**config.mk**
```make
export PLATFORM = sky130hd
export DESIGN_NAME = cbac_top
export DESIGN_NICKNAME = d
export VERILOG_FILES = /design/src/hw/cbac_pkg.sv /design/src/hw/cbac_sync3.sv /design/src/hw/cbac_read_planner.sv /design/src/hw/cbac_top.sv
export VERILOG_INCLUDE_DIRS = /design/src /design/src/hw
export SDC_FILE = /design/constraint.sdc
export NUM_CORES = 1
export LEC_CHECK = 0
export BUFFER_PORTS_ARGS = -buffer_cell sky130_fd_sc_hd__clkbuf_2
export CELL_PAD_IN_SITES_DETAIL_PLACEMENT = 2
export CELL_PAD_IN_SITES_GLOBAL_PLACEMENT = 2
export CORE_UTILIZATION = 24
export CTS_CLUSTER_DIAMETER = 30
export DETAILED_ROUTE_END_ITERATION = 10
export PLACE_DENSITY = 0.84
export SETUP_SLACK_MARGIN = 0.2
export SLEW_MARGIN = 30
export SYNTH_ARGS = -nofsm -noshare
export SYNTH_HDL_FRONTEND = slang
export SYNTH_SLANG_ARGS = --single-unit
export TNS_END_PERCENT = 50
```
**constraint.sdc**
```tcl
create_clock -name I_CLK_SYS -period 2.05 [get_ports I_CLK_SYS]
set_input_delay 0.41 -clock I_CLK_SYS [delete_from_list [all_inputs] [get_ports I_CLK_SYS]]
set_output_delay 0.41 -clock I_CLK_SYS [all_outputs]
set_load 0.03 [all_outputs]
```
**src/hw/cbac_consts.svh**
```systemverilog
// Constants of the bus auxiliary control block
`ifndef CBAC_CONSTS_SVH
`define CBAC_CONSTS_SVH

`define CBAC_SYS_PERIOD_NS      100
`define CBAC_BUS_PERIOD_NS      (2 * `CBAC_SYS_PERIOD_NS)
`define CBAC_HALF_CLK_CYC       1
`define CBAC_EXTDE_DLY_CYC      `CBAC_HALF_CLK_CYC
`define CBAC_IOSTB_DLY_CYC      (2 * `CBAC_HALF_CLK_CYC)
`define CBAC_MATCH_MIN_HALFCLK  3
`define CBAC_MATCH_MIN_NS       (`CBAC_MATCH_MIN_HALFCLK * `CBAC_BUS_PERIOD_NS / 2)
`define CBAC_MATCH_MIN_CYC      ((`CBAC_MATCH_MIN_NS + `CBAC_SYS_PERIOD_NS - 1) / `CBAC_SYS_PERIOD_NS)

`define CBAC_CTL_READS          0
`define CBAC_CTL_WRITES         1
`define CBAC_PIN_WINDOW         0
`define CBAC_PIN_STROBE         1

`define CBAC_BEATS_ONE          5'h01
`define CBAC_BEATS_QUAD_WORD    5'h04
`define CBAC_BEATS_OCT_HALF     5'h08
`define CBAC_BEATS_SIXTEEN_BYTE 5'h10
`define CBAC_IRQ_IDLE           3'h7

`endif

```
**src/hw/cbac_pkg.sv**
```systemverilog
// Types shared by the bus auxiliary control block
package cbac_pkg;

    typedef enum logic [1:0] {
        CBAC_PORT_32,
        CBAC_PORT_16,
        CBAC_PORT_8,
        CBAC_PORT_RSVD
    } cbac_port_t;

    typedef enum logic [1:0] {
        CBAC_SZ_BYTE,
        CBAC_SZ_HALF,
        CBAC_SZ_TRI,
        CBAC_SZ_WORD
    } cbac_size_t;

    typedef struct packed {
        logic       brcond_in;
        logic [1:0] strobe_ctl;
        logic [1:0] window_ctl;
        logic       match_hold;
        logic       fair_arb;
        logic       dcache_quad;
        cbac_port_t port_size;
    } cbac_bus_ctl_t;

    typedef struct packed {
        logic       valid;
        logic       instr;
        logic       uncached;
        logic       hit;
        cbac_size_t size;
    } cbac_rd_req_t;

    typedef struct packed {
        logic       issue;
        logic       burst;
        logic [4:0] beats;
    } cbac_rd_plan_t;

endpackage

```
**src/hw/cbac_sync3.sv**
```systemverilog
// Three-stage synchroniser with agreement filter for asynchronous pins
`timescale 1ns/10ps
module cbac_sync3 #(
    parameter int         W    = 1,
    parameter logic [W-1:0] INIT = '0
) (
    input  wire logic         i_clk,
    input  wire logic         i_nrst,
    input  wire logic [W-1:0] i_async,
    output logic      [W-1:0] o_sync
);
    logic [W-1:0] s1_r;
    logic [W-1:0] s2_r;
    logic [W-1:0] s3_r;
    logic [W-1:0] out_r;

    always_ff @(posedge i_clk) begin
        if (!i_nrst) begin
            s1_r  <= INIT;
            s2_r  <= INIT;
            s3_r  <= INIT;
            out_r <= INIT;
        end else begin
            s1_r <= i_async;
            s2_r <= s1_r;
            s3_r <= s2_r;
            // Each bit moves only when stages two and three agree
            out_r <= (s3_r & ~(s2_r ^ s3_r)) | (out_r & (s2_r ^ s3_r));
        end
    end

    assign o_sync = out_r;
endmodule

```
**src/hw/cbac_read_planner.sv**
```systemverilog
// Decides whether a read reaches the bus and in which form for the port width
`timescale 1ns/10ps
`include "cbac_consts.svh"
module cbac_read_planner (
    input  wire cbac_pkg::cbac_rd_req_t  i_req,
    input  wire cbac_pkg::cbac_port_t    i_port,
    input  wire logic                    i_dcache_quad,
    output cbac_pkg::cbac_rd_plan_t      o_plan
);
    logic block;
    logic [4:0] single;

    always_comb begin
        // Cached hits are served from the caches and never reach the bus
        o_plan.issue = i_req.valid && (i_req.uncached || !i_req.hit);
        // Instruction misses always refill a block, data misses per cache setting
        block = !i_req.uncached && (i_req.instr || i_dcache_quad);
        case (i_port)
            cbac_pkg::CBAC_PORT_16: begin
                single = i_req.size[1] ? 5'h02 : 5'h01;
            end
            cbac_pkg::CBAC_PORT_8: begin
                single = {3'h0, i_req.size} + 5'h01;
            end
            default: begin
                single = `CBAC_BEATS_ONE;
            end
        endcase
        o_plan.burst = block;
        case (i_port)
            cbac_pkg::CBAC_PORT_16: o_plan.beats = block ? `CBAC_BEATS_OCT_HALF : single;
            cbac_pkg::CBAC_PORT_8:  o_plan.beats = block ? `CBAC_BEATS_SIXTEEN_BYTE : single;
            default:                o_plan.beats = block ? `CBAC_BEATS_QUAD_WORD : single;
        endcase
    end
endmodule

```
**src/hw/cbac_top.sv**
```systemverilog
// Auxiliary bus control: dual-purpose pins, trace, float, mastership, irq, clock, match pulse
//
// Overview of operation
// - Select bit set makes both dual pins branch inputs, else strobe outputs.
// - Peripheral strobe falls on bus clock falling edge one clock after latch enable.
// - Each strobe fires on reads, writes or both per its control field.
// - Extended window falls on the rising edge half a clock after latch enable.
// - Extended window stays low one clock past the end of read or write.
// - Branch inputs are synchronised and readable by branch instructions.
// - Trace high for cache miss, low for uncached, during read address phase.
// - Trace high for instruction fetch, low for data, for rest of read.
// - Trace carries no meaning during writes and nothing relies on it.
// - Float input low releases every output, clock, match and grant included.
// - External master requests bus with low request; bus reclaimed on release.
// - Grant goes low once the bus is handed to the external master.
// - Fair option clear gives DMA priority; set gives processor equal turns.
// - Synced irq inputs are synchronised here; direct ones arrive already synchronous.
// - Double-rate input clock is halved into the bus reference clock.
// - Timer equal to compare pulses match output low for at least 1.5 clocks.
// - With hold option, match stays low until compare is written.
// - Reset configuration modes are captured in the last reset cycle.
// - Of reads, only uncached ones and cache misses go out on the bus.
// - Instruction misses read blocks; data misses per setting; uncached read single.
// - Read form follows port width: 32, 16 or 8-bit sequences.
// - Latch enable high while the bus carries address and byte enables.
`timescale 1ns/10ps
`include "cbac_consts.svh"
module cbac_top (
    input  wire logic                     I_CLK_SYS,
    input  wire logic                     I_NRST,
    input  wire logic [3:0]               I_RESET_MODES,
    output logic      [3:0]               O_RESET_MODES,
    input  wire logic                     I_CFG_WR,
    input  wire cbac_pkg::cbac_bus_ctl_t  I_BUS_CTL,
    input  wire cbac_pkg::cbac_rd_req_t   I_RD_REQ,
    input  wire logic                     I_WR_REQ,
    output logic                          O_REQ_READY,
    output logic                          O_HIT_DONE,
    input  wire logic                     I_RDCEN_N,
    input  wire logic                     I_ACK_N,
    output logic                          O_ALE,
    output logic                          O_RD_N,
    output logic                          O_WR_N,
    output logic                          O_BURST_N,
    output logic      [4:0]               O_BEATS,
    output logic                          O_TRACE,
    output logic                          O_BUS_OE,
    input  wire logic [1:0]               I_DUAL_PIN,
    output logic      [1:0]               O_DUAL_PIN,
    output logic      [1:0]               O_DUAL_OE,
    output logic      [1:0]               O_BRCOND,
    input  wire logic                     I_FLOAT_ALL_N,
    input  wire logic                     I_MREQ_N,
    output logic                          O_MGNT_N,
    output logic                          O_MGNT_OE,
    input  wire logic [2:0]               I_SYNC_IRQ_N,
    input  wire logic [2:0]               I_DIRECT_IRQ_N,
    output logic      [5:0]               O_IRQ_N,
    output logic                          O_BUS_REF_CLK,
    output logic                          O_BUS_REF_CLK_OE,
    input  wire logic [31:0]              I_TIMER,
    input  wire logic [31:0]              I_COMPARE,
    input  wire logic                     I_CMP_WR,
    output logic                          O_MATCH_N,
    output logic                          O_MATCH_OE
);
    typedef enum logic [1:0] {
        ST_IDLE,
        ST_ADDR,
        ST_DATA,
        ST_TAIL
    } cbac_state_t;

    localparam logic [1:0] MATCH_CYC = 2'(`CBAC_MATCH_MIN_CYC);
    localparam logic [1:0] EXTDE_CYC = 2'(`CBAC_EXTDE_DLY_CYC);
    localparam logic [1:0] IOSTB_CYC = 2'(`CBAC_IOSTB_DLY_CYC);

    cbac_state_t             state_r;
    cbac_pkg::cbac_rd_plan_t plan;
    cbac_pkg::cbac_rd_req_t  req_r;
    logic                    is_rd_r;
    logic [4:0]              beats_left_r;
    logic [1:0]              dcnt_r;
    logic                    ref_clk_r;
    logic                    cfg_done_r;
    logic [3:0]              modes_r;
    logic [1:0]              brcond_sync;
    logic                    mreq_sync_n;
    logic [2:0]              irq_sync_n;
    logic [5:0]              irq_r;
    logic                    grant_r;
    logic                    dma_last_r;
    logic                    core_pending;
    logic                    hit_done_r;
    logic                    ale_r;
    logic                    rd_r;
    logic                    wr_r;
    logic                    burst_r;
    logic [4:0]              beats_r;
    logic                    trace_r;
    logic                    strobe_r;
    logic                    window_r;
    logic                    strobe_en;
    logic                    window_en;
    logic                    float_all;
    logic                    match_r;
    logic [1:0]              match_cnt_r;
    logic                    match_seen_r;
    logic                    equal_now;
    logic                    start_ok;

    cbac_read_planner u_planner (
        .i_req         (I_RD_REQ),
        .i_port        (I_BUS_CTL.port_size),
        .i_dcache_quad (I_BUS_CTL.dcache_quad),
        .o_plan        (plan)
    );
    cbac_sync3 #(.W(2), .INIT(2'h3)) u_sync_brcond (
        .i_clk   (I_CLK_SYS),
        .i_nrst  (I_NRST),
        .i_async (I_DUAL_PIN),
        .o_sync  (brcond_sync)
    );
    cbac_sync3 #(.W(1), .INIT(1'h1)) u_sync_mreq (
        .i_clk   (I_CLK_SYS),
        .i_nrst  (I_NRST),
        .i_async (I_MREQ_N),
        .o_sync  (mreq_sync_n)
    );
    cbac_sync3 #(.W(3), .INIT(`CBAC_IRQ_IDLE)) u_sync_irq (
        .i_clk   (I_CLK_SYS),
        .i_nrst  (I_NRST),
        .i_async (I_SYNC_IRQ_N),
        .o_sync  (irq_sync_n)
    );

    // Float input is itself a pin but must act at once, so it gates enables directly
    assign float_all = !I_FLOAT_ALL_N;
    // Bus reference clock at half the input rate
    always_ff @(posedge I_CLK_SYS) begin
        if (!I_NRST) begin
            ref_clk_r <= 1'b0;
        end else begin
            ref_clk_r <= !ref_clk_r;
        end
    end

    // Modes are sampled every reset cycle, so the last one before release sticks
    always_ff @(posedge I_CLK_SYS) begin
        if (!I_NRST) begin
            modes_r <= I_RESET_MODES;
        end
    end

    always_ff @(posedge I_CLK_SYS) begin
        if (!I_NRST) begin
            cfg_done_r <= 1'b0;
        end else if (I_CFG_WR) begin
            cfg_done_r <= 1'b1;
        end
    end

    always_ff @(posedge I_CLK_SYS) begin
        if (!I_NRST) begin
            irq_r <= 6'h3F;
        end else begin
            irq_r <= {I_DIRECT_IRQ_N, irq_sync_n};
        end
    end

    // Transactions start only on a rising edge of the reference clock
    assign core_pending = (I_RD_REQ.valid && plan.issue) || I_WR_REQ;
    assign start_ok     = (state_r == ST_IDLE) && !grant_r && !ref_clk_r;

    // Mastership hand-off; fair mode lets a waiting core transfer run between DMA tenures
    always_ff @(posedge I_CLK_SYS) begin
        if (!I_NRST) begin
            grant_r    <= 1'b0;
            dma_last_r <= 1'b0;
        end else if (grant_r) begin
            if (mreq_sync_n) begin
                grant_r <= 1'b0;
            end
        end else if (!mreq_sync_n && state_r == ST_IDLE) begin
            if (!(I_BUS_CTL.fair_arb && dma_last_r && core_pending)) begin
                grant_r    <= 1'b1;
                dma_last_r <= 1'b1;
            end
        end else if (state_r == ST_ADDR) begin
            dma_last_r <= 1'b0;
        end
    end

    assign O_REQ_READY = start_ok && !(!mreq_sync_n && !(I_BUS_CTL.fair_arb && dma_last_r));
    always_ff @(posedge I_CLK_SYS) begin
        if (!I_NRST) begin
            hit_done_r <= 1'b0;
        end else begin
            hit_done_r <= O_REQ_READY && I_RD_REQ.valid && !plan.issue;
        end
    end

    // Transaction sequencer
    always_ff @(posedge I_CLK_SYS) begin
        if (!I_NRST) begin
            state_r      <= ST_IDLE;
            req_r        <= '0;
            is_rd_r      <= 1'b0;
            beats_left_r <= 5'h00;
            dcnt_r       <= 2'h0;
        end else begin
            case (state_r)
                ST_IDLE: begin
                    dcnt_r <= 2'h0;
                    if (O_REQ_READY && I_RD_REQ.valid && plan.issue) begin
                        state_r      <= ST_ADDR;
                        req_r        <= I_RD_REQ;
                        is_rd_r      <= 1'b1;
                        beats_left_r <= plan.beats;
                    end else if (O_REQ_READY && I_WR_REQ) begin
                        state_r      <= ST_ADDR;
                        req_r        <= '0;
                        is_rd_r      <= 1'b0;
                        beats_left_r <= `CBAC_BEATS_ONE;
                    end
                end
                ST_ADDR: begin
                    state_r <= ST_DATA;
                end
                ST_DATA: begin
                    if (dcnt_r != IOSTB_CYC) begin
                        dcnt_r <= dcnt_r + 2'h1;
                    end
                    if (is_rd_r && !I_RDCEN_N) begin
                        beats_left_r <= beats_left_r - 5'h01;
                        if (beats_left_r == 5'h01) begin
                            state_r <= ST_TAIL;
                        end
                    end else if (!is_rd_r && !I_ACK_N) begin
                        state_r <= ST_TAIL;
                    end
                end
                ST_TAIL: begin
                    state_r <= ST_IDLE;
                end
                default: begin
                    state_r <= ST_IDLE;
                end
            endcase
        end
    end

    // Primary bus outputs, all registered
    always_ff @(posedge I_CLK_SYS) begin
        if (!I_NRST) begin
            ale_r   <= 1'b0;
            rd_r    <= 1'b0;
            wr_r    <= 1'b0;
            burst_r <= 1'b0;
            beats_r <= 5'h00;
        end else begin
            ale_r <= (state_r == ST_IDLE) && O_REQ_READY && core_pending;
            if (state_r == ST_IDLE && O_REQ_READY && I_RD_REQ.valid && plan.issue) begin
                rd_r    <= 1'b1;
                burst_r <= plan.burst;
                beats_r <= plan.beats;
            end else if (state_r == ST_IDLE && O_REQ_READY && I_WR_REQ) begin
                wr_r    <= 1'b1;
                burst_r <= 1'b0;
                beats_r <= `CBAC_BEATS_ONE;
            end else if (state_r == ST_DATA && (is_rd_r ? (!I_RDCEN_N && beats_left_r == 5'h01) : !I_ACK_N)) begin
                rd_r <= 1'b0;
                wr_r <= 1'b0;
            end
        end
    end

    // Writes drive trace low; it means nothing then
    always_ff @(posedge I_CLK_SYS) begin
        if (!I_NRST) begin
            trace_r <= 1'b0;
        end else if (state_r == ST_IDLE && O_REQ_READY && I_RD_REQ.valid && plan.issue) begin
            trace_r <= !I_RD_REQ.uncached;
        end else if (state_r == ST_ADDR && is_rd_r) begin
            trace_r <= req_r.instr;
        end else if (state_r == ST_IDLE && I_WR_REQ) begin
            trace_r <= 1'b0;
        end
    end

    // Control fields choose reads, writes or both for each strobe
    assign strobe_en = is_rd_r ? I_BUS_CTL.strobe_ctl[`CBAC_CTL_READS] : I_BUS_CTL.strobe_ctl[`CBAC_CTL_WRITES];
    assign window_en = is_rd_r ? I_BUS_CTL.window_ctl[`CBAC_CTL_READS] : I_BUS_CTL.window_ctl[`CBAC_CTL_WRITES];

    // Delays counted from the cycle after the latch enable falls
    always_ff @(posedge I_CLK_SYS) begin
        if (!I_NRST) begin
            strobe_r <= 1'b0;
        end else if (state_r == ST_DATA && (rd_r | wr_r)) begin
            strobe_r <= strobe_en && (dcnt_r + 2'h1 >= IOSTB_CYC) && (ref_clk_r || strobe_r);
        end else begin
            strobe_r <= strobe_r && state_r == ST_DATA && (rd_r | wr_r);
        end
    end

    always_ff @(posedge I_CLK_SYS) begin
        if (!I_NRST) begin
            window_r <= 1'b0;
        end else if (state_r == ST_DATA && (dcnt_r + 2'h1 >= EXTDE_CYC)) begin
            window_r <= window_en;
        end else if (state_r == ST_TAIL) begin
            window_r <= window_r;
        end else begin
            window_r <= 1'b0;
        end
    end

    // Dual pins; strobe or window only once software has set up the bus control
    always_comb begin
        O_DUAL_PIN[`CBAC_PIN_STROBE] = !strobe_r;
        O_DUAL_PIN[`CBAC_PIN_WINDOW] = !window_r;
        O_DUAL_OE = (!I_BUS_CTL.brcond_in && cfg_done_r && !float_all && !grant_r) ? 2'h3 : 2'h0;
    end

    assign O_BRCOND = I_BUS_CTL.brcond_in ? brcond_sync : 2'h0;

    // Match pulse: minimum width counted, hold option waits for a compare write
    assign equal_now = (I_TIMER == I_COMPARE);

    always_ff @(posedge I_CLK_SYS) begin
        if (!I_NRST) begin
            match_r      <= 1'b0;
            match_cnt_r  <= 2'h0;
            match_seen_r <= 1'b0;
        end else begin
            match_seen_r <= equal_now;
            if (equal_now && !match_seen_r) begin
                match_r     <= 1'b1;
                match_cnt_r <= MATCH_CYC - 2'h1;
            end else if (match_cnt_r != 2'h0) begin
                match_cnt_r <= match_cnt_r - 2'h1;
            end else if (I_BUS_CTL.match_hold) begin
                if (I_CMP_WR) begin
                    match_r <= 1'b0;
                end
            end else begin
                match_r <= 1'b0;
            end
        end
    end

    assign O_RESET_MODES    = modes_r;
    assign O_HIT_DONE       = hit_done_r;
    assign O_ALE            = ale_r;
    assign O_RD_N           = !rd_r;
    assign O_WR_N           = !wr_r;
    assign O_BURST_N        = !burst_r;
    assign O_BEATS          = beats_r;
    assign O_TRACE          = trace_r;
    assign O_BUS_OE         = !grant_r && !float_all;
    assign O_MGNT_N         = !grant_r;
    assign O_MGNT_OE        = !float_all;
    assign O_IRQ_N          = irq_r;
    assign O_BUS_REF_CLK    = ref_clk_r;
    assign O_BUS_REF_CLK_OE = !float_all;
    assign O_MATCH_N        = !match_r;
    assign O_MATCH_OE       = !float_all;
endmodule

```
# After elaboration in Yosys (flattened, before gate mapping)
# Index checks and enable logic that the tools add are counted.
[classes]
n_addsub = 4
order_cmp = 2
n_eq_ne = 18
mux = 54
n_bitwise = 19
reduce_logical = 78
[ops]
columns = ["cell", "n"]
rows = [
  ["5-bit two-way mux", 10],
  ["1-bit logical AND", 36],
  ["32-bit == test", 1],
  ["5-bit one-hot mux with 2 select lines", 3],
  ["1-bit two-way mux", 28],
  ["2-bit two-way mux", 11],
  ["1-bit logical NOT", 19],
  ["2-bit nonzero test", 8],
  ["2-bit inequality test (second input constant)", 6],
  ["2-bit AND reduction", 5],
  ["3-bit AND reduction", 3],
  ["2-bit one-hot mux with 4 select lines", 1],
  ["3-bit bitwise AND", 2],
  ["2-bit == test (second input constant)", 3],
  ["3-bit inequality test (second input constant)", 2],
  ["5-bit by 1-bit == test with 1-bit output (second input constant)", 1],
  ["5-bit by 1-bit subtractor with 5-bit output (second input constant)", 1],
  ["2-bit bitwise AND", 2],
  ["2-bit by 1-bit == test with 1-bit output (second input constant)", 2],
  ["1-bit logical OR", 4],
  ["1-bit inverter", 4],
  ["2-bit one-hot mux with 2 select lines", 1],
  ["2-bit by 1-bit adder with 3-bit output (second input constant)", 1],
  ["3-bit by 1-bit inequality test with 1-bit output (second input constant)", 1],
  ["other kinds (18)", 20],
]
[totals]
ff_bits = 66
in_bits = 101
out_inout_bits = 35
wordCells = 211

# Logic depth before layout (Yosys ltp)
[logic_depth]
depth_word = 10
ltp_mapped = 8

# Hierarchy
# A second synthesis with hierarchy kept.
[hier_totals]
hier_cells = 329
hier_area_um2 = 3124.2
[by_module_without_submodules]
columns = ["module", "instances", "cells_per_inst", "area_each_um2", "seq_area_each_um2"]
rows = [
  ["cbac_top", 1, 247, 2240.9, 880.8],
  ["cbac_sync3 at u_sync_irq", 1, 31, 362.8, 240.2],
  ["cbac_sync3 at u_sync_brcond", 1, 20, 225.2, 160.2],
  ["cbac_read_planner", 1, 21, 182.7, 0.0],
  ["cbac_sync3 at u_sync_mreq", 1, 10, 112.6, 80.1],
]

# Least setup slack after synthesis
# Ideal clock, no wire load.
[synth_timing]
path_kind = "register -> register"
startpoint = "register state_r[0]"
endpoint = "register state_r[1]"
arrival_time_ps = 1960
slack_ps = 19
path_stages_with_launch = 9
path_buffers = 0
synth_period_minus_slack_ps = 2031
path_cell_list = "dfxtp_1 -> inv_1 -> ha_1 -> nor3b_4 -> nand2_1 -> inv_1 -> a21oi_1 -> or3b_1 -> a21oi_1"
[synth_between]
elab_chain_cells = 8
[synth_lines]
columns = ["item", "line_no", "text"]
rows = [
  ["start: declaration", "cbac_top.sv:78", "cbac_state_t state_r;"],
  ["start signal: assignment", "cbac_top.sv:206", "state_r <= ST_IDLE;"],
  ["start signal: assignment", "cbac_top.sv:216", "state_r <= ST_ADDR;"],
  ["start signal: assignment", "cbac_top.sv:221", "state_r <= ST_ADDR;"],
  ["2-bit logical NOT (*)", "cbac_top.sv:173", "assign start_ok = (state_r == ST_IDLE) && !grant_r && !ref_clk_r;"],
  ["1-bit logical AND (*) (2 in series)", "cbac_top.sv:173", ""],
  ["1-bit logical AND (*)", "cbac_top.sv:194", "assign O_REQ_READY = start_ok && !(!mreq_sync_n && !(I_BUS_CTL.fair_arb && dma_last_r));"],
  ["named net O_REQ_READY", "cbac_top.sv:37", "output logic O_REQ_READY,"],
  ["1-bit logical AND (2 in series)", "cbac_top.sv:215", "if (O_REQ_READY && I_RD_REQ.valid && plan.issue) begin"],
  ["2-bit two-way mux / 3-bit inequality test (equally long branches)", "n/a", ""],
  ["2-bit one-hot mux with 4 select lines / 3-bit AND reduction (equally long branches)", "n/a", ""],
]
# Mark *: on every way through the listed nets, which the timed path passes. The rest lies on a longest branch.
# A chain may end at the register's enable or synchronous reset.

# Worst setup path in the final report
[layout_timing]
startpoint = "register state_r[0]"
endpoint = "register beats_left_r[1]"
[layout_between]
elab_chain_cells = 8
[layout_lines]
columns = ["item", "line_no", "text"]
rows = [
  ["2-bit logical NOT", "cbac_top.sv:173, cbac_top.sv:212", ""],
  ["1-bit logical AND (2 in series)", "cbac_top.sv:173", ""],
  ["1-bit logical AND", "cbac_top.sv:194", ""],
  ["1-bit logical AND (2 in series)", "cbac_top.sv:215", ""],
  ["3-bit inequality test (no line) / 5-bit two-way mux (equally long branches)", "n/a", ""],
  ["3-bit AND reduction (no line) / 5-bit one-hot mux with 2 select lines (equally long branches)", "n/a", ""],
  ["end signal: assignment", "cbac_top.sv:219", "beats_left_r <= plan.beats;"],
  ["end signal: assignment", "cbac_top.sv:224", "beats_left_r <= `CBAC_BEATS_ONE;"],
  ["end signal: assignment", "cbac_top.sv:235", "beats_left_r <= beats_left_r - 5'h01;"],
  ["end: declaration", "cbac_top.sv:82", "logic [4:0] beats_left_r;"],
]
# Parallel ways exist; a longest one is shown, timed or not.

==> impl_metrics.py <==
metrics = {
    "clock_network": {
        "clockRootBuffer": "clkbuf_16",
        "clk_pin_slew_ps": 50,
        "cts-hold-fix-buffers": 0,
        "clkLatencyLatePin_ps": 330,
        "cts.sinks": 66,
        "tritoncts": "done",
        "cts_max_path_buffers": 2,
        "cts_max_level": 3,
        "cts_made_buffers": 9,
    },
    "pwr": {
        "finalPower_mw": 4.65,
        "swShare_pct": 32.1,
        "switching_power_mw": 1.49,
        "seqPwrFrac_pct": 32.1,
        "p_leak_nw": 1.94,
        "pwr-share-clk_pct": 34.4,
        "internal_power_mw": 3.16,
        "comb_power_share_pct": 33.4,
        "p_per_area_nw_per_um2": 1070,
        "ir_drop_uv": 394,
    },
    "timing": {
        "maxSlewViolCount": 0,
        "hold_viol": 0,
        "tightest_slew_ps": 533,
        "min_period_ps": 1880,
        "post-route-period-util_pct": 91.8,
        "rsz0062_at_grt": "true",
        "tns_ps": 0,
        "fmax_ghz": 0.531,
        "slew_headroom_pct": 64.2,
        "report.final.setup_viol": 0,
        "finalClockSkew_ps": 6.46,
    },
    "setup_path": {
        "start_kind": "flip-flop",
        "path_buf_inv": 1,
        "end_kind": "flip-flop",
        "required_ps": 2320,
        "crit_fanout": 3,
        "crit_type": "flip-flop to flip-flop",
        "path_cells": "inv_2 > ha_4 > nor3b_4 > nand4_2 > or4_4 > mux2_4 > a21oi_2",
        "cpMaxStageDelayCell": "or4_4",
        "cp.arrival_ps": 2150,
        "crit_family": "simple AND/OR/NAND/NOR gates",
        "slowest_delay_ps": 510,
    },
    "synthesis": {
        "netlist_area_um2": 3060,
        "ys_seq_area_share_pct": 44.6,
        "synth_cell_type_count": 49,
        "yosysTopAreaCell": "dfxtp_1",
        "synthDominantCellAreaShare_pct": 40.6,
        "synth.net_count": 441,
        "avgSynthCellArea_um2": 9.32,
        "syn_inst": 328,
        "async_flop_share_pct": 0,
        "synth_flop_cell": "dfxtp_1",
        "synth_enable_flop_cells": 4,
        "synth_area_leaders": "dfxtp_1 41%, xor2_1 9.2%, nand2b_1 5.5%",
        "ys_ff_latch": 66,
        "yosysWarnings": 0,
    },
    "placement": {
        "dpl.hpwl_um": 7360,
        "gp_congestion": 0.800,
        "dp_cells": 625,
        "io_buffers": 135,
        "place_area_um2": 3940,
    },
    "grt": {
        "grt_max_degree": 27,
        "overflow": 0,
        "grt_pass1_vias": 3203,
        "grt_usage_pct": 15.2,
        "antenna_found_initial": 0,
        "grt_pass1_wl_um": 15300,
    },
    "final_layout": {
        "drive_above_1_share_pct": 39.7,
        "postLayoutCoreUtil_pct": 35.5,
        "syn_to_final_growth_pct": 41.9,
        "stdcell_count": 647,
        "regArea_um2": 1370,
        "post-route-cell-area_um2": 4340,
        "antenna_cells": 0,
        "multiInputGateArea_um2": 1570,
        "fillers": 1416,
        "nNetsFinal": 587,
        "layout_common_cells": "134 x clkbuf_2, 59 x dfxtp_1, 32 x xor2_1",
        "layout_commonest_cell": "clkbuf_2",
    },
    "floorplanning": {
        "core_area_um2": 12200,
        "die-area_um2": 13200,
        "fp.dieW_um": 115,
        "start_util_pct": 25.0,
        "io_pins": 136,
        "dieHeight_um": 115,
        "core.rowCount": 40,
    },
    "detailed_routing": {
        "dr.pass1.iters": 4,
        "wl_per_cell_um": 14.4,
        "drt_iter0_markers": 91,
        "ant_nets": 0,
        "via_per_inst": 4.51,
        "wl_um": 9300,
        "num_vias": 2920,
        "drc": 0,
    },
    "worst_hold_path": {
        "hp-class": "primary input to flip-flop",
    },
    "outcome": {
        "status": "finished clean",
    },
    "flow_run": {
        "max-cap-violations": 0,
    },
}
## synthesized netlist by cell type, drive strengths merged (2+ instances only)
cell type,number
a22oi,5
nand4,2
nand2b,27
buf,5
clkbuf,8
or3,2
nor2,25
nor3b,2
o21a,5
nor2b,3
dfxtp,62
inv,22
o22ai,3
ha,12
a21o,4
or2,2
nand2,19
mux2i,3
a21oi,24
xor2,32
and2,4
o21ai,11
nor3,5
a211oi,3
a31oi,5
nor4,12
edfxtp,4
## final timing paths
kind	start	slack, ps	depth (start not counted)	end
setup / recovery	state_r[0]$_SDFFE_PN0P_	170	7	beats_left_r[1]$_SDFFE_PN0P_
hold / removal	I_RESET_MODES[0]	250	1	O_RESET_MODES[0]$_DFFE_PN_
setup reg to reg	state_r[0]$_SDFFE_PN0P_	170	7	beats_left_r[1]$_SDFFE_PN0P_
hold reg to reg	u_sync_irq.s1_r[2]$_SDFF_PN1_	400	1	u_sync_irq.s2_r[2]$_SDFF_PN1_
## final cells by class
cell class                      count  area share (%)
Sequential cell                    66            31.5
Timing Repair Buffer              148            18.1
Clock buffer                       12            6.17
Multi-Input combinational cell    226            36.3
Clock inverter                      4            1.07
Inverter                           23            2.05
Tap cell                          168            4.85
## layer usage
layer	global-route usage (%)	vias to the layer above	share of wire, %
met2	28.5	101	52
met5	0	-	0
met4	7.53	0	1.9
li1	-	1408	-
met1	16.1	1399	40
met3	3.11	12	6.2
## registers in the layout, summed over array words and instances (netlist names), 2 cells and up, named ones only
| name | cells |
|---|---|
| match_cnt_r | 2 |
| state_r | 2 |
| u_sync_irq.s3_r | 3 |
| u_sync_irq.s1_r | 3 |
| u_sync_brcond.s3_r | 2 |
| u_sync_irq.s2_r | 3 |
| O_RESET_MODES | 4 |
| u_sync_brcond.s2_r | 2 |
| beats_left_r | 5 |
| O_BEATS | 5 |
| dcnt_r | 2 |
| u_sync_brcond.s1_r | 2 |
| O_IRQ_N | 6 |
## power by group through the flow
stage / Sequential [mW] / Clock [mW] / Combinational, mW
floorplan: 1.54 / 0 / 0.894
global placement: 1.51 / 0 / 1.33
detailed placement: 1.52 / 0 / 1.40
CTS: 1.49 / 1.66 / 1.54
global route: 1.51 / 1.70 / 1.71
finish: 1.49 / 1.60 / 1.55
## logic make-up after synthesis
family          synth area share [%]
flops                           44.6
xor+xnor                        9.17
compound gates                  15.2
fa+ha+maj                       4.91
simple gates                    19.5
mux                             1.47
buf+inv                         5.16
## per-stage QoR
stage                     hold WS (ps)  setup WS (ps)
after floorplan                    386            210
after global placement             389            150
after detailed placement           401           62.3
after CTS                          242            169
after global routing               246           90.6
final                              254            168
## repair_timing
item | CTS | global route
gates resized for setup | 10 | 5
endpoints found under the setup margin | 11 | 11
pin swaps | 2 | 1
buffers inserted | 6 | 0
Power figures use the tool's default switching activity.
